File: config.mk
export PLATFORM = sky130hd
export DESIGN_NAME = tpct_top
export DESIGN_NICKNAME = d
export VERILOG_FILES = /design/src/core/tpct_pkg.sv /design/src/core/tpct_ch_if.sv /design/src/core/tpct_top.sv /design/src/core/tpct_chan.sv
export SDC_FILE = /design/constraint.sdc
export NUM_CORES = 1
export LEC_CHECK = 0
export BUFFER_PORTS_ARGS = -buffer_cell sky130_fd_sc_hd__buf_2
export CORE_ASPECT_RATIO = 1.25
export CORE_MARGIN = 2
export CORE_UTILIZATION = 45
export DETAILED_ROUTE_END_ITERATION = 10
export PLACE_DENSITY = 0.65
export REMOVE_ABC_BUFFERS = 1
export SLEW_MARGIN = 0
export SYNTH_ARGS = -nofsm -noshare
export SYNTH_HDL_FRONTEND = slang
export SYNTH_SLANG_ARGS = --single-unit
File: constraint.sdc
create_clock -name clk_in -period 4.9 [get_ports clk_in]
set_input_delay 0.98 -clock clk_in [delete_from_list [all_inputs] [get_ports clk_in]]
set_output_delay 0.98 -clock clk_in [all_outputs]
set_load 0.01 [all_outputs]
File: src/core/tpct_pkg.sv
// Notes on behaviour
// RULE_01: software arms trigger start with edge select
// RULE_02: software loads delay and delay plus width
// RULE_03: flip-flop toggles on each enabled compare match
// RULE_04: both run bits arm; trigger edge starts
// RULE_05: delay match raises the output
// RULE_06: delay plus width match lowers output
// RULE_07: compare one match raises match interrupt
// RULE_08: handler stops toggling or stops counter
// RULE_09: control bits enable toggles, 1 0 clears
// RULE_10: mode value selects free run, tap one
// RULE_11: clock select zero counts input pin edges
// RULE_12: mask bits gate overflow and both matches
// RULE_13: run bit two prescaler, bit zero counter
// RULE_14: capture mode 11 latches on partner edges
// RULE_15: partner rise captures zero, fall captures one
// RULE_16: software corrects negative capture difference
// RULE_17: external clock counts rising pin edges
// RULE_18: software keeps compare zero below one
// RULE_19: writing mode bit six low captures count
// RULE_20: compare registers are sixteen bits wide
// RULE_21: counter wraps to zero after maximum
// RULE_22: flip-flop drives pulse output pin always
package tpct_pkg;

  // =======================================================
  // bus and channel layout
  localparam int unsigned NUM_CH     = 2;
  localparam int unsigned ADDR_W     = 8;
  localparam int unsigned CNT_W      = 16;
  localparam int unsigned CH_BIT     = 6;   // address bit picking the channel
  localparam int unsigned PSC_W      = 8;

  // =======================================================
  // register indices (byte address = 4 * index + 64 * channel)
  localparam logic [3:0] IDX_RUN     = 4'h0;
  localparam logic [3:0] IDX_CTRL    = 4'h1;
  localparam logic [3:0] IDX_MODE    = 4'h2;
  localparam logic [3:0] IDX_FFC     = 4'h3;
  localparam logic [3:0] IDX_MASK    = 4'h4;
  localparam logic [3:0] IDX_CMP0    = 4'h5;
  localparam logic [3:0] IDX_CMP1    = 4'h6;
  localparam logic [3:0] IDX_COUNT   = 4'h7;
  localparam logic [3:0] IDX_CAP0    = 4'h8;
  localparam logic [3:0] IDX_CAP1    = 4'h9;
  localparam logic [3:0] IDX_STATUS  = 4'ha;
  localparam logic [3:0] IDX_LAST    = 4'ha;

  // =======================================================
  // field positions
  localparam int unsigned RUN_CNT    = 0;
  localparam int unsigned RUN_PSC    = 2;
  localparam int unsigned CTRL_TRG   = 0;  // trigger edge select
  localparam int unsigned CTRL_CSS   = 1;  // count start select
  localparam int unsigned MODE_CLK   = 0;  // bits 2:0 clock source
  localparam int unsigned MODE_CLR   = 5;  // clear on compare one
  localparam int unsigned MODE_CPM   = 3;  // bits 4:3 capture mode
  localparam int unsigned MODE_SWC   = 6;  // write 0 soft capture
  localparam int unsigned FFC_TGL0   = 2;
  localparam int unsigned FFC_TGL1   = 3;
  localparam int unsigned MASK_CMP0  = 0;
  localparam int unsigned MASK_CMP1  = 1;
  localparam int unsigned MASK_OVF   = 2;

  // =======================================================
  // encodings and values after reset
  localparam logic [1:0] FFC_CLEAR   = 2'h2;
  localparam logic [1:0] FFC_SET     = 2'h1;
  localparam logic [1:0] FFC_IDLE    = 2'h3;
  localparam logic [1:0] CPM_PIN     = 2'h2;
  localparam logic [1:0] CPM_PARTNER = 2'h3;
  localparam logic [2:0] CLK_PIN     = 3'h0;
  localparam logic [2:0] RUN_RST     = 3'h0;
  localparam logic [1:0] CTRL_RST    = 2'h0;
  localparam logic [5:0] MODE_RST    = 6'h00;
  localparam logic [1:0] FFC_RST     = 2'h0;
  localparam logic [2:0] MASK_RST    = 3'h0;
  localparam logic [15:0] CMP_RST    = 16'h0000;
  localparam logic [1:0] RESP_OKAY   = 2'h0;
  localparam logic [1:0] RESP_SLVERR = 2'h2;

endpackage : tpct_pkg

File: src/core/tpct_ch_if.sv
`timescale 1ns/10ps
// =========================================================
// settings from the register file and state back from a channel
interface tpct_ch_if;
  logic        prescaler_run;
  logic        counter_run;
  logic        count_start_select;
  logic        trigger_edge_select;
  logic [2:0]  clock_source_select;
  logic [1:0]  capture_mode;
  logic        clear_on_match;
  logic        toggle_on_match_zero;
  logic        toggle_on_match_one;
  logic [2:0]  interrupt_mask;
  logic [15:0] compare_reg_zero;
  logic [15:0] compare_reg_one;
  logic        ff_clear;
  logic        ff_set;
  logic        soft_capture;
  logic [15:0] up_counter;
  logic [15:0] capture_reg_zero;
  logic [15:0] capture_reg_one;
  logic        timer_flip_flop;
  logic        match_interrupt;
  logic        started;

  modport regs (
    output prescaler_run, counter_run, count_start_select,
           trigger_edge_select, clock_source_select, capture_mode,
           clear_on_match, toggle_on_match_zero, toggle_on_match_one,
           interrupt_mask, compare_reg_zero, compare_reg_one,
           ff_clear, ff_set, soft_capture,
    input  up_counter, capture_reg_zero, capture_reg_one,
           timer_flip_flop, match_interrupt, started
  );
  modport chan (
    input  prescaler_run, counter_run, count_start_select,
           trigger_edge_select, clock_source_select, capture_mode,
           clear_on_match, toggle_on_match_zero, toggle_on_match_one,
           interrupt_mask, compare_reg_zero, compare_reg_one,
           ff_clear, ff_set, soft_capture,
    output up_counter, capture_reg_zero, capture_reg_one,
           timer_flip_flop, match_interrupt, started
  );
endinterface : tpct_ch_if

File: src/core/tpct_top.sv
// The address map and register access over AXI4-Lite were left to the implementer.
`timescale 1ns/10ps
// =========================================================
// two timer channels behind an axi4-lite register slave
module tpct_top (
  // clock and reset
  input  wire logic        clk_in,
  input  wire logic        sys_rst_in,
  // axi4-lite write address and data
  input  wire logic        axi_awvalid_in,
  output logic             axi_awready_out,
  input  wire logic [7:0]  axi_awaddr_in,
  input  wire logic [2:0]  axi_awprot_in,
  input  wire logic        axi_wvalid_in,
  output logic             axi_wready_out,
  input  wire logic [31:0] axi_wdata_in,
  input  wire logic [3:0]  axi_wstrb_in,
  // axi4-lite write response
  output logic             axi_bvalid_out,
  input  wire logic        axi_bready_in,
  output logic [1:0]       axi_bresp_out,
  // axi4-lite read
  input  wire logic        axi_arvalid_in,
  output logic             axi_arready_out,
  input  wire logic [7:0]  axi_araddr_in,
  input  wire logic [2:0]  axi_arprot_in,
  output logic             axi_rvalid_out,
  input  wire logic        axi_rready_in,
  output logic [31:0]      axi_rdata_out,
  output logic [1:0]       axi_rresp_out,
  // timer pins, one per channel
  input  wire logic [1:0]  trigger_input_pin_in,
  output logic [1:0]       pulse_output_pin_out,
  output logic [1:0]       match_interrupt_out
);

  // =======================================================
  // decoding shared by the read and write paths
  function automatic logic addr_hit(input logic [7:0] a);
    addr_hit = (a[7] == 1'b0) && (a[5:2] <= tpct_pkg::IDX_LAST)
               && (a[1:0] == 2'b00);
  endfunction : addr_hit

  function automatic logic [31:0] merge(input logic [31:0] old,
                                        input logic [31:0] nw,
                                        input logic [3:0]  be);
    logic [31:0] m;
    m = old;
    for (int b = 0; b < 4; b++) begin
      if (be[b]) begin
        m[8*b +: 8] = nw[8*b +: 8];
      end
    end
    merge = m;
  endfunction : merge

  // =======================================================
  // bus handshake state
  logic        awready_r;
  logic        bvalid_r;
  logic [1:0]  bresp_r;
  logic        arready_r;
  logic        rvalid_r;
  logic [31:0] rdata_r;
  logic [1:0]  rresp_r;

  wire         wr_fire = awready_r & axi_awvalid_in & axi_wvalid_in;
  wire         rd_fire = arready_r & axi_arvalid_in;
  wire         wr_hit  = addr_hit(axi_awaddr_in);
  wire         rd_hit  = addr_hit(axi_araddr_in);
  wire         wr_ch   = axi_awaddr_in[tpct_pkg::CH_BIT];
  wire         rd_ch   = axi_araddr_in[tpct_pkg::CH_BIT];
  wire [3:0]   wr_idx  = axi_awaddr_in[5:2];
  wire [3:0]   rd_idx  = axi_araddr_in[5:2];

  // read view of every channel register, indexed by channel
  logic [31:0] view_w [2][11];
  logic [31:0] rd_val;
  logic [31:0] wr_old;
  logic [31:0] wr_val;
  assign rd_val = view_w[rd_ch][rd_idx];
  assign wr_old = view_w[wr_ch][wr_idx];
  assign wr_val = merge(wr_old, axi_wdata_in, axi_wstrb_in);

  // =======================================================
  // write channel: take address and data together, then answer
  always_ff @(posedge clk_in) begin
    if (sys_rst_in) begin
      awready_r <= 1'b0;
      bvalid_r  <= 1'b0;
      bresp_r   <= tpct_pkg::RESP_OKAY;
    end else begin
      awready_r <= axi_awvalid_in & axi_wvalid_in & ~awready_r & ~bvalid_r;
      if (wr_fire) begin
        bvalid_r <= 1'b1;
        bresp_r  <= wr_hit ? tpct_pkg::RESP_OKAY : tpct_pkg::RESP_SLVERR;
      end else if (axi_bready_in) begin
        bvalid_r <= 1'b0;
      end
    end
  end

  // =======================================================
  // read channel: one beat, data registered with the answer
  always_ff @(posedge clk_in) begin
    if (sys_rst_in) begin
      arready_r <= 1'b0;
      rvalid_r  <= 1'b0;
      rdata_r   <= 32'h0000_0000;
      rresp_r   <= tpct_pkg::RESP_OKAY;
    end else begin
      arready_r <= axi_arvalid_in & ~arready_r & ~rvalid_r;
      if (rd_fire) begin
        rvalid_r <= 1'b1;
        rdata_r  <= rd_hit ? rd_val : 32'h0000_0000;
        rresp_r  <= rd_hit ? tpct_pkg::RESP_OKAY : tpct_pkg::RESP_SLVERR;
      end else if (axi_rready_in) begin
        rvalid_r <= 1'b0;
      end
    end
  end

  assign axi_awready_out = awready_r;
  assign axi_wready_out  = awready_r;
  assign axi_bvalid_out  = bvalid_r;
  assign axi_bresp_out   = bresp_r;
  assign axi_arready_out = arready_r;
  assign axi_rvalid_out  = rvalid_r;
  assign axi_rdata_out   = rdata_r;
  assign axi_rresp_out   = rresp_r;

  // =======================================================
  // per channel register file and timer
  tpct_ch_if ch_if [2] ();
  logic [1:0] ff_w;

  genvar g;
  generate
    for (g = 0; g < 2; g++) begin : g_ch
      logic [2:0]  run_r;
      logic [1:0]  ctrl_r;
      logic [5:0]  mode_r;
      logic [1:0]  ffc_r;
      logic [2:0]  mask_r;
      logic [15:0] cmp0_r;
      logic [15:0] cmp1_r;
      logic        ffclr_r;
      logic        ffset_r;
      logic        swcap_r;

      // write strobe per register of this channel
      wire sel     = wr_fire & wr_hit & (wr_ch == 1'(g));
      wire w_run   = sel & (wr_idx == tpct_pkg::IDX_RUN);
      wire w_ctrl  = sel & (wr_idx == tpct_pkg::IDX_CTRL);
      wire w_mode  = sel & (wr_idx == tpct_pkg::IDX_MODE);
      wire w_ffc   = sel & (wr_idx == tpct_pkg::IDX_FFC);
      wire w_mask  = sel & (wr_idx == tpct_pkg::IDX_MASK);
      wire w_cmp0  = sel & (wr_idx == tpct_pkg::IDX_CMP0);
      wire w_cmp1  = sel & (wr_idx == tpct_pkg::IDX_CMP1);

      // stored settings
      always_ff @(posedge clk_in) begin
        if (sys_rst_in) begin
          run_r  <= tpct_pkg::RUN_RST;
          ctrl_r <= tpct_pkg::CTRL_RST;
          mode_r <= tpct_pkg::MODE_RST;
          ffc_r  <= tpct_pkg::FFC_RST;
          mask_r <= tpct_pkg::MASK_RST;
          cmp0_r <= tpct_pkg::CMP_RST;
          cmp1_r <= tpct_pkg::CMP_RST;
        end else begin
          if (w_run)  run_r  <= wr_val[2:0];                  // RULE_13
          if (w_ctrl) ctrl_r <= wr_val[1:0];
          if (w_mode) mode_r <= wr_val[5:0];                  // RULE_10
          if (w_ffc)  ffc_r  <= wr_val[3:2];                  // RULE_09
          if (w_mask) mask_r <= wr_val[2:0];                  // RULE_12
          if (w_cmp0) cmp0_r <= wr_val[15:0];                 // RULE_20
          if (w_cmp1) cmp1_r <= wr_val[15:0];                 // RULE_20
        end
      end

      // one-cycle actions that a write carries
      always_ff @(posedge clk_in) begin
        if (sys_rst_in) begin
          ffclr_r <= 1'b0;
          ffset_r <= 1'b0;
          swcap_r <= 1'b0;
        end else begin
          ffclr_r <= w_ffc & (wr_val[1:0] == tpct_pkg::FFC_CLEAR); // RULE_09
          ffset_r <= w_ffc & (wr_val[1:0] == tpct_pkg::FFC_SET);
          swcap_r <= w_mode & ~wr_val[tpct_pkg::MODE_SWC];    // RULE_19
        end
      end

      // settings to the channel
      assign ch_if[g].prescaler_run        = run_r[tpct_pkg::RUN_PSC];
      assign ch_if[g].counter_run          = run_r[tpct_pkg::RUN_CNT];
      assign ch_if[g].count_start_select   = ctrl_r[tpct_pkg::CTRL_CSS];
      assign ch_if[g].trigger_edge_select  = ctrl_r[tpct_pkg::CTRL_TRG];
      assign ch_if[g].clock_source_select  = mode_r[2:0];
      assign ch_if[g].capture_mode         = mode_r[4:3];
      assign ch_if[g].clear_on_match       = mode_r[tpct_pkg::MODE_CLR];
      assign ch_if[g].toggle_on_match_zero = ffc_r[0];
      assign ch_if[g].toggle_on_match_one  = ffc_r[1];
      assign ch_if[g].interrupt_mask       = mask_r;
      assign ch_if[g].compare_reg_zero     = cmp0_r;
      assign ch_if[g].compare_reg_one      = cmp1_r;
      assign ch_if[g].ff_clear             = ffclr_r;
      assign ch_if[g].ff_set               = ffset_r;
      assign ch_if[g].soft_capture         = swcap_r;

      // read view; action bits read back as their idle value
      assign view_w[g][0]  = {29'h0, run_r};
      assign view_w[g][1]  = {30'h0, ctrl_r};
      assign view_w[g][2]  = {25'h0, 1'b1, mode_r};
      assign view_w[g][3]  = {28'h0, ffc_r, tpct_pkg::FFC_IDLE};
      assign view_w[g][4]  = {29'h0, mask_r};
      assign view_w[g][5]  = {16'h0, cmp0_r};
      assign view_w[g][6]  = {16'h0, cmp1_r};
      assign view_w[g][7]  = {16'h0, ch_if[g].up_counter};
      assign view_w[g][8]  = {16'h0, ch_if[g].capture_reg_zero};
      assign view_w[g][9]  = {16'h0, ch_if[g].capture_reg_one};
      assign view_w[g][10] = {30'h0, ch_if[g].started,
                              ch_if[g].timer_flip_flop};

      assign ff_w[g] = ch_if[g].timer_flip_flop;

      // each channel captures on the other channel's flip-flop
      tpct_chan u_chan (
        .clk_in         (clk_in),
        .sys_rst_in     (sys_rst_in),
        .trigger_pin_in (trigger_input_pin_in[g]),
        .partner_ff_in  (ff_w[1-g]),                          // RULE_14
        .ch             (ch_if[g])
      );

      // pin and interrupt come straight from channel flops
      assign pulse_output_pin_out[g] = ch_if[g].timer_flip_flop; // RULE_22
      assign match_interrupt_out[g]  = ch_if[g].match_interrupt; // RULE_07
    end
  endgenerate

endmodule : tpct_top

File: src/core/tpct_chan.sv
`timescale 1ns/10ps
// =========================================================
// one timer channel: prescaler, up counter, matches, flip-flop
module tpct_chan (
  // clock and reset
  input  wire logic clk_in,
  input  wire logic sys_rst_in,
  // pins and partner channel
  input  wire logic trigger_pin_in,
  input  wire logic partner_ff_in,
  // settings and state
  tpct_ch_if.chan   ch
);

  logic [7:0]  psc_r;
  logic        pin_d_r;
  logic        partner_d_r;
  logic        started_r;
  logic        started_nxt;
  logic [15:0] cnt_r;
  logic [15:0] cnt_nxt;
  logic [15:0] cap0_r;
  logic [15:0] cap1_r;
  logic        ff_r;
  logic        ff_nxt;
  logic        irq_r;

  // =======================================================
  // edges and clock source
  wire       pin_rise  = trigger_pin_in & ~pin_d_r;
  wire       pin_fall  = ~trigger_pin_in & pin_d_r;
  wire       par_rise  = partner_ff_in & ~partner_d_r;
  wire       par_fall  = ~partner_ff_in & partner_d_r;
  wire [7:0] tap_hit;
  assign tap_hit[0] = pin_rise;                       // RULE_11 RULE_17
  genvar k;
  generate
    for (k = 1; k < 8; k++) begin : g_tap
      // tap k ticks once every 2**k clocks
      assign tap_hit[k] = ch.prescaler_run & (&psc_r[k-1:0]);
    end
  endgenerate
  wire tick      = tap_hit[ch.clock_source_select];
  wire trig_edge = ch.trigger_edge_select ? pin_fall : pin_rise;

  // =======================================================
  // start, advance and match decode
  wire running  = ch.counter_run & (~ch.count_start_select | started_r);
  wire adv      = running & tick;
  wire clr_hit  = ch.clear_on_match & (cnt_r == ch.compare_reg_one);
  wire m0       = adv & (cnt_nxt == ch.compare_reg_zero);   // RULE_05
  wire m1       = adv & (cnt_nxt == ch.compare_reg_one);    // RULE_06
  wire ovf      = adv & ~clr_hit & (&cnt_r);

  // armed counter waits for the selected trigger edge
  assign started_nxt = ~ch.counter_run ? 1'b0 :               // RULE_04
                       (ch.count_start_select & trig_edge) ? 1'b1 :
                       started_r;

  // stop clears the counter; free run wraps to zero
  assign cnt_nxt = ~ch.counter_run ? 16'h0000 :               // RULE_13
                   ~adv            ? cnt_r :
                   clr_hit         ? 16'h0000 :
                   cnt_r + 16'h0001;                          // RULE_21

  // software clear or set wins, else toggle on enabled matches
  assign ff_nxt = ch.ff_clear ? 1'b0 :                        // RULE_09
                  ch.ff_set   ? 1'b1 :
                  ff_r ^ (m0 & ch.toggle_on_match_zero)       // RULE_03
                       ^ (m1 & ch.toggle_on_match_one);

  // =======================================================
  // prescaler, edge history and counter
  always_ff @(posedge clk_in) begin
    if (sys_rst_in) begin
      psc_r       <= 8'h00;
      pin_d_r     <= 1'b0;
      partner_d_r <= 1'b0;
      started_r   <= 1'b0;
      cnt_r       <= 16'h0000;
      ff_r        <= 1'b0;
      irq_r       <= 1'b0;
    end else begin
      psc_r       <= ch.prescaler_run ? psc_r + 8'h01 : 8'h00;
      pin_d_r     <= trigger_pin_in;
      partner_d_r <= partner_ff_in;
      started_r   <= started_nxt;
      cnt_r       <= cnt_nxt;
      ff_r        <= ff_nxt;
      irq_r       <= (m1 & ~ch.interrupt_mask[tpct_pkg::MASK_CMP1]) // RULE_07
                   | (m0 & ~ch.interrupt_mask[tpct_pkg::MASK_CMP0]) // RULE_12
                   | (ovf & ~ch.interrupt_mask[tpct_pkg::MASK_OVF]);
    end
  end

  // =======================================================
  // capture registers: soft capture, partner or pin edges
  always_ff @(posedge clk_in) begin
    if (sys_rst_in) begin
      cap0_r <= 16'h0000;
      cap1_r <= 16'h0000;
    end else begin
      if (ch.soft_capture) begin
        cap0_r <= cnt_r;                                      // RULE_19
      end else if (ch.capture_mode == tpct_pkg::CPM_PARTNER && par_rise) begin
        cap0_r <= cnt_r;                                      // RULE_14 RULE_15
      end else if (ch.capture_mode == tpct_pkg::CPM_PIN && pin_rise) begin
        cap0_r <= cnt_r;
      end
      if (ch.capture_mode == tpct_pkg::CPM_PARTNER && par_fall) begin
        cap1_r <= cnt_r;                                      // RULE_14 RULE_15
      end else if (ch.capture_mode == tpct_pkg::CPM_PIN && pin_fall) begin
        cap1_r <= cnt_r;
      end
    end
  end

  // state back to the register file
  assign ch.up_counter       = cnt_r;
  assign ch.capture_reg_zero = cap0_r;
  assign ch.capture_reg_one  = cap1_r;
  assign ch.timer_flip_flop  = ff_r;
  assign ch.match_interrupt  = irq_r;
  assign ch.started          = started_r;

endmodule : tpct_chan

==> results of run 1 <==
where the power goes:
group          total (W)  internal, W  switching [W]
clock network    0.00202      0.00115       0.000867
logic           0.000292    0.0000852       0.000207
registers        0.00199      0.00199     0.00000219
cell usage in the layout, fill, tap and decap left out, types with 9 or more instances in the layout:
| master | n |
|---|---|
| nand3_1 | 61 |
| xnor2_1 | 30 |
| nand4_1 | 26 |
| nor4b_1 | 9 |
| o211ai_1 | 14 |
| nand3b_1 | 15 |
| dfxtp_1 | 244 |
| a21o_1 | 9 |
| o221ai_1 | 9 |
| or3_1 | 17 |
| conb_1 | 18 |
| a21oi_1 | 183 |
| xor2_1 | 37 |
| a22oi_1 | 22 |
| mux4_2 | 50 |
| mux2i_1 | 126 |
| nor3_1 | 34 |
| buf_2 | 67 |
| a211oi_1 | 35 |
| mux2_2 | 36 |
| o21ai_0 | 52 |
| nand4b_1 | 10 |
| or4_1 | 19 |
| o22ai_1 | 12 |
| nor2_1 | 217 |
| inv_1 | 47 |
| nand2b_1 | 22 |
| a221oi_1 | 34 |
| and3_1 | 28 |
| and2_1 | 15 |
| clkbuf_16 | 27 |
| a31oi_1 | 11 |
| nand2_1 | 235 |
| nor4_1 | 25 |
| nor2b_1 | 16 |
| buf_4 | 73 |
through the flow:
step	instance area (µm²)	total power, W	hold WS, ns
after floorplan	15480	0.002136	0.3695
after global routing	17940	0.004405	0.4022
after global placement	17090	0.002313	0.3760
after CTS	17940	0.004302	0.3961
after detailed placement	17090	0.002315	0.3848
final	17940	0.004302	0.3930
registers in the layout, summed over array words and instances (netlist names), 4 cells and up:
signal and count:
g_ch.u_chan.psc_r 14, g_ch.u_chan.ch.capture_reg_one 32, ch_if.compare_reg_one 32, g_ch.run_r 6, g_ch.u_chan.ch.up_counter 32, ch_if.compare_reg_zero 32, g_ch.mode_r 12, g_ch.ctrl_r 4
g_ch.ffc_r 4, axi_rdata_out 16, g_ch.u_chan.ch.capture_reg_zero 32, ch_if.interrupt_mask 6
logic make-up (layout without fill, tap and decap cells):
logic type / Yosys count / after routing / share of synthesized area
flops: 244 / 244 / 0.2985
xor+xnor: 68 / 68 / 0.03723
buf+inv: 259 / 236 / 0.06850
other cells: 1 / 18 / 0.0002291
compound gates: 469 / 469 / 0.1887
fa+ha+maj: 8 / 8 / 0.006116
mux: 212 / 212 / 0.1706
simple gates: 776 / 776 / 0.2301
worst max-delay path, stage by stage (launching register included):
cell	delay, ns
dfxtp_1	0.73
ha_1	0.41
nand3_1	0.28
nor2_1	0.35
nand4_1	0.29
a31oi_1	0.33
o311ai_0	0.27
or3_1	0.36
nor4_1	0.21
nand3_1	0.15
nor4b_1	0.47
xnor3_1	0.32
a211oi_1	0.24
layout make-up:
cell class | count | area [µm²] | area share
clock buffers | 33 | 728.2 | 0.04060
clock inverters | 11 | 120.1 | 0.006696
inverters | 47 | 176.4 | 0.009835
multi-input cells | 1551 | 10450 | 0.5827
flip-flops and latches | 244 | 4885 | 0.2723
well taps | 480 | 600.6 | 0.03348
repair buffers | 145 | 974.7 | 0.05434
path summary, 6_finish.rpt:
check / from / to / cells past startpoint / slack (ns)
min: ch_if[0].ff_clear / g_ch[0].u_chan.ch.timer_flip_flop / 1 / 0.39
max reg2reg: g_ch[1].u_chan.ch.up_counter[0] / g_ch[1].u_chan.ch.timer_flip_flop / 12 / 0.40
max: g_ch[1].u_chan.ch.up_counter[0] / g_ch[1].u_chan.ch.timer_flip_flop / 12 / 0.40
min reg2reg: ch_if[0].ff_clear / g_ch[0].u_chan.ch.timer_flip_flop / 1 / 0.39
Yosys cell counts, drive strengths merged, types with 20 or more instances:
| library cell | number | area, µm² |
|---|---|---|
| buf | 68 | 404.1 |
| mux2i | 126 | 1261 |
| nor4 | 28 | 193.9 |
| nand2 | 235 | 882.1 |
| xor2 | 37 | 324.1 |
| clkbuf | 144 | 540.5 |
| xnor2 | 30 | 262.8 |
| mux4 | 50 | 1126 |
| inv | 47 | 176.4 |
| or4 | 20 | 153.9 |
| nor3 | 34 | 170.2 |
| o21ai | 59 | 299.0 |
| nand3 | 62 | 315.3 |
| nor2 | 218 | 825.8 |
| dfxtp | 244 | 4885 |
| and3 | 28 | 175.2 |
| nand4 | 27 | 175.2 |
| mux2 | 36 | 405.4 |
| a211oi | 37 | 287.8 |
| a22oi | 22 | 165.2 |
| nand2b | 22 | 137.6 |
| a21oi | 185 | 929.6 |
| a221oi | 34 | 297.8 |
per-layer routing:
metal | routed length, µm | up-vias
met4 | 4415 | 0
met1 | 23450 | 7897
li1 | - | 7328
met5 | 0 | -
met2 | 28650 | 939
met3 | 5261 | 249
==> flow_metrics.py, run 1 <==
metrics = {
    "sta": {
        "relSlewSlack": 0.2193,
        "tns_ns": 0,
        "worst_pin_slew_ns": 1.171,
        "skew_ns": 0.02459,
        "finalHoldViolCount": 0,
        "setup_slack_ns": 0.3980,
        "setup_viol": 0,
        "period_needed_ns": 4.502,
        "fmax_mhz": 222.1,
        "fin_crit_sh": 0.9188,
        "slew_violations": 0,
        "rsz0062_at_grt": "no",
    },
    "final_layout": {
        "areaGrowthSynthToFinish_pct": 9.602,
        "final_core_util": 0.4967,
        "fin_cells": 2511,
        "antenna_cells": 0,
        "fillerInstances": 3549,
        "drive_gt1_frac": 0.1467,
        "layout.nets": 2091,
    },
    "routing": {
        "first_pass_iters": 6,
        "drc_errors": 0,
        "routedWlPerCell_um": 24.60,
        "avgViaCountPerCell": 6.536,
        "routed-via-count": 16410,
        "ant_nets": 0,
        "drt-total-wl_um": 61770,
        "drtIter0Drc": 2023,
    },
    "power": {
        "vdd_drop_max_mv": 0.1687,
        "p_leak_nw": 6.581,
        "p_per_area_nw_per_um2": 239.8,
    },
    "cts": {
        "cts_max_path_buffers": 3,
        "worstSkewPairLatency_ns": 0.56,
        "cts.sinks": 244,
        "ctsHoldBuffers": 0,
        "post_cts_buffers": 0,
        "cts_buffers": 27,
        "postCtsResizedCells": 0,
        "tritoncts": "done",
        "clk_transition_reported_paths_ns": 0.07,
        "cts_htree_levels": 1,
        "root_buffer": "clkbuf_16",
    },
    "global_route": {
        "grt_pass1_vias": 15510,
        "grt_start_max_net_pins": 96,
        "met1_usage": 0.3909,
        "antenna_found_initial": 0,
        "grt_overflow_total": 0,
        "use_met2": 0.5303,
        "grt_most_used_layer": "met2",
        "grt_usage": 0.3180,
        "gr-usage-met3": 0.03704,
        "grt_first_pass_wirelength_um": 93290,
    },
    "yosys": {
        "ys_types": 89,
        "synth_seq_cells": 244,
        "avgSynthCellArea_um2": 8.034,
        "yosys_warnings": 0,
        "synth_ff_type": "dfxtp_1",
        "yosysSeqAreaShare": 0.2985,
        "synthArstFlopShare": 0,
        "netlist_instances": 2037,
        "synth_edf_count": 0,
        "netlist_area_um2": 16370,
    },
    "placement": {
        "hpwl_um": 45220,
        "post-place-ws_ns": 0.4266,
        "portBuffers": 69,
        "placedCellCount": 2467,
        "gp_congestion": 0.9943,
    },
    "worst_hold_path": {
        "hp-class": "register to register",
    },
    "setup_path": {
        "path_class": "register to register",
        "worstSetupStartpointType": "register",
        "critPathArrivalTime_ns": 4.97,
        "worstPathMaxFanout": 15,
        "cp.required_ns": 5.37,
        "cp-end-kind": "register",
    },
    "floorplanning": {
        "start_util": 0.4532,
        "core_area_um2": 36110,
        "top_level_ports": 112,
        "die_h_um": 217.2,
        "rows": 78,
        "dieArea_um2": 37920,
        "fp.dieW_um": 174.6,
    },
    "outcome": {
        "outcome": "complete, no violations",
    },
    "flow_run": {
        "max_cap_violations": 0,
    },
}
No activity file was read; power rests on OpenSTA's default activity.
==> run 2: changes to the inputs <==
- SYNTH_HIERARCHICAL: default -> 1
==> run 2 against run 1 <==
Net effect: clock power increased by 17%; fmax down 0.67%; register-to-register slack worse by 0.03 ns; critical endpoint is now g_ch[0].u_chan/ch.timer_flip_flop; area after synthesis decreased by 1.8%; final cell count is 8.4% lower; largest cell class unchanged; global-route usage down 2.1 points; clock-buffer cell count is 3 higher; utilization fell by 0.097 points; sequential share of layout area rose by 0.71 points; clock skew decreased by 0.010 ns; sequential power about the same.
==> flow_metrics.py, run 2 <==
metrics = {
    "outcome": {
        "outcome": "complete, no violations",
    },
    "power": {
        "fin_total_pwr_w": 0.004662,
        "switching_power_w": 0.001091,
        "p_per_area_nw_per_um2": 266.7,
        "p_leak_nw": 6.310,
        "vdd_drop_max_mv": 0.2451,
        "p_int_w": 0.003572,
        "p_sw_frac": 0.2339,
        "seqPwrFrac": 0.427,
        "comb_power_share": 0.065,
        "clockPowerShare": 0.509,
    },
    "cts": {
        "root_buffer": "clkbuf_16",
        "cts.sinks": 244,
        "cts_buffers": 28,
        "cts_htree_levels": 1,
        "post_cts_buffers": 0,
        "clk_transition_reported_paths_ns": 0.06,
        "cts_max_path_buffers": 3,
        "worstSkewPairLatency_ns": 0.57,
        "ctsHoldBuffers": 0,
        "tritoncts": "done",
        "postCtsResizedCells": 0,
    },
    "yosys": {
        "netlist_instances": 1796,
        "synth_ff_type": "dfxtp_1",
        "yosysTopAreaCell": "dfxtp_1",
        "synth_top_area_share": 0.3041,
        "synthArstFlopShare": 0,
        "synthTopCellsByCount": "dfxtp_1 (244), nor2_1 (206), nand2_1 (103)",
        "yosysSeqAreaShare": 0.3041,
        "ys_types": 111,
        "yosys_warnings": 6,
        "avgSynthCellArea_um2": 8.944,
        "synth_area_leaders": "dfxtp_1 (30%), mux4_2 (8.4%), mux2i_1 (6.1%), nor2_1 (4.8%), o21ai_0 (3.1%)",
        "synth_seq_cells": 244,
        "yosysMostFrequentCell": "dfxtp_1",
        "synth_edf_count": 0,
        "netlist_area_um2": 16060,
    },
    "final_layout": {
        "fillerInstances": 3421,
        "antenna_cells": 0,
        "mostFrequentLayoutCells": "dfxtp_1 (244), nor2_1 (206), nand2_1 (103)",
        "areaGrowthSynthToFinish_pct": 8.825,
        "layout.nets": 1880,
        "drive_gt1_frac": 0.1666,
        "final_common_cell": "dfxtp_1",
        "final_core_util": 0.4958,
    },
    "placement": {
        "post-place-ws_ns": 0.1999,
        "portBuffers": 69,
        "hpwl_um": 41970,
        "gp_congestion": 0.9678,
    },
    "setup_path": {
        "cp-end-kind": "register",
        "regToRegEndpoint": "g_ch[0].u_chan/ch.timer_flip_flop",
        "rr_worst_depth": 13,
        "r2r_setup_slack_ns": 0.37,
        "critPathArrivalTime_ns": 5.00,
        "cp.required_ns": 5.36,
        "path_class": "register to register",
        "reg2reg_from": "g_ch[0].u_chan/psc_r[0]",
        "worstSetupStartpointType": "register",
        "endpoint": "g_ch[0].u_chan/ch.timer_flip_flop",
        "worstPathMaxFanout": 9,
        "crit_start": "g_ch[0].u_chan/psc_r[0]",
    },
    "routing": {
        "routed-via-count": 15140,
        "first_pass_iters": 6,
        "drtIter0Drc": 1523,
        "drc_errors": 0,
        "avgViaCountPerCell": 6.586,
        "drt-total-wl_um": 57400,
        "ant_nets": 0,
        "routedWlPerCell_um": 24.97,
    },
    "global_route": {
        "grt_overflow_total": 0,
        "grt_start_max_net_pins": 133,
        "antenna_found_initial": 0,
        "grt_first_pass_wirelength_um": 85750,
        "grt_pass1_vias": 14090,
        "grt_usage": 0.2974,
    },
    "sta": {
        "setup_viol": 0,
        "slew_violations": 0,
        "skew_ns": 0.01445,
        "period_needed_ns": 4.532,
        "finalHoldViolCount": 0,
        "fmax_mhz": 220.6,
        "tns_ns": 0,
        "relSlewSlack": 0.3372,
        "holdWs_ns": 0.4233,
        "rsz0062_at_grt": "no",
        "setup_slack_ns": 0.3675,
        "fin_crit_sh": 0.9250,
        "worst_pin_slew_ns": 0.9905,
    },
    "floorplanning": {
        "die_h_um": 215.2,
        "core_area_um2": 35260,
        "start_util": 0.4556,
        "top_level_ports": 112,
        "fp.dieW_um": 173.0,
        "dieArea_um2": 37230,
        "rows": 77,
    },
    "worst_hold_path": {
        "worstHoldStart": "ch_if[0].ff_clear",
        "hp-class": "register to register",
    },
    "flow_run": {
        "max_cap_violations": 0,
    },
}
run 2: changes by cell type in the layout (fill, tap and decap cells not counted), sizes merged, moves of 19 or more:
cell | previous run | this run
nand2 | 235 | 104
a21oi | 185 | 73
nand3b | 15 | 60
o21ai | 59 | 100
buf | 145 | 117
mux2i | 126 | 98
inv | 47 | 28
xor2 | 37 | 18
run 2: final cells by class:
| class | count | area [µm²] | area share |
|---|---|---|---|
| well taps | 474 | 593.1 | 0.03392 |
| inverters | 27 | 101.3 | 0.005797 |
| clock buffers | 36 | 782.0 | 0.04473 |
| multi-input cells | 1387 | 10130 | 0.5797 |
| flip-flops and latches | 244 | 4885 | 0.2794 |
| repair buffers | 117 | 729.5 | 0.04173 |
| clock inverters | 14 | 256.5 | 0.01467 |
run 2: kinds of logic after synthesis:
group | Yosys count | share of synthesized area
fa+ha+maj | 8 | 0.006231
buf+inv | 182 | 0.06948
other cells | 1 | 0.0002334
simple gates | 696 | 0.2309
xor+xnor | 64 | 0.03583
compound gates | 414 | 0.1858
mux | 187 | 0.1674
flops | 244 | 0.3041
run 2: metal layers:
metal  routed length, µm  share of wire  GRT usage
met1               22470           0.39     0.3779
met2               26330           0.46     0.4837
met3                4610          0.080    0.02955
met4                3988          0.069     0.1904
met5                   0              0          0
run 2: worst min-delay path by stage:
stage | end | slack (ns) | cells past startpoint
floorplan | g_ch[0].u_chan/ch.timer_flip_flop | 0.39 | 1
global route | g_ch[0].u_chan/ch.timer_flip_flop | 0.44 | 1
finish | g_ch[0].u_chan/ch.timer_flip_flop | 0.42 | 1
CTS | g_ch[0].u_chan/ch.timer_flip_flop | 0.43 | 1
global placement | g_ch[0].u_chan/ch.timer_flip_flop | 0.40 | 1
detailed placement | g_ch[0].u_chan/ch.timer_flip_flop | 0.42 | 1
run 2: critical path: stages (launching register included):
cell,delay [ns]
dfxtp_1,0.33
ha_1,0.23
ha_1,0.18
mux2_1,0.31
a31oi_2,0.36
a22o_1,0.50
nor4b_1,0.18
a2111oi_0,0.40
nand4_1,0.22
or4_1,0.53
or4_4,0.48
o21a_1,0.20
or2_1,0.24
a2111oi_2,0.27
run 2: power by group through the flow:
stage                     sequential [W]  combinational, W  clock [W]
after CTS                        0.00199          0.000293    0.00239
final                            0.00199          0.000301    0.00237
after global routing             0.00199          0.000312    0.00248
after floorplan                  0.00203          0.000118          0
after global placement           0.00203          0.000292          0
after detailed placement         0.00203          0.000293          0
run 2: metrics by stage:
step           area (µm²)  cells
5_1_grt             17480   2299
3_5_place_dp        16440   2249
4_1_cts             17480   2299
3_3_place_gp        16440   2249
2_1_floorplan       15110   1658
6_report            17480   2299
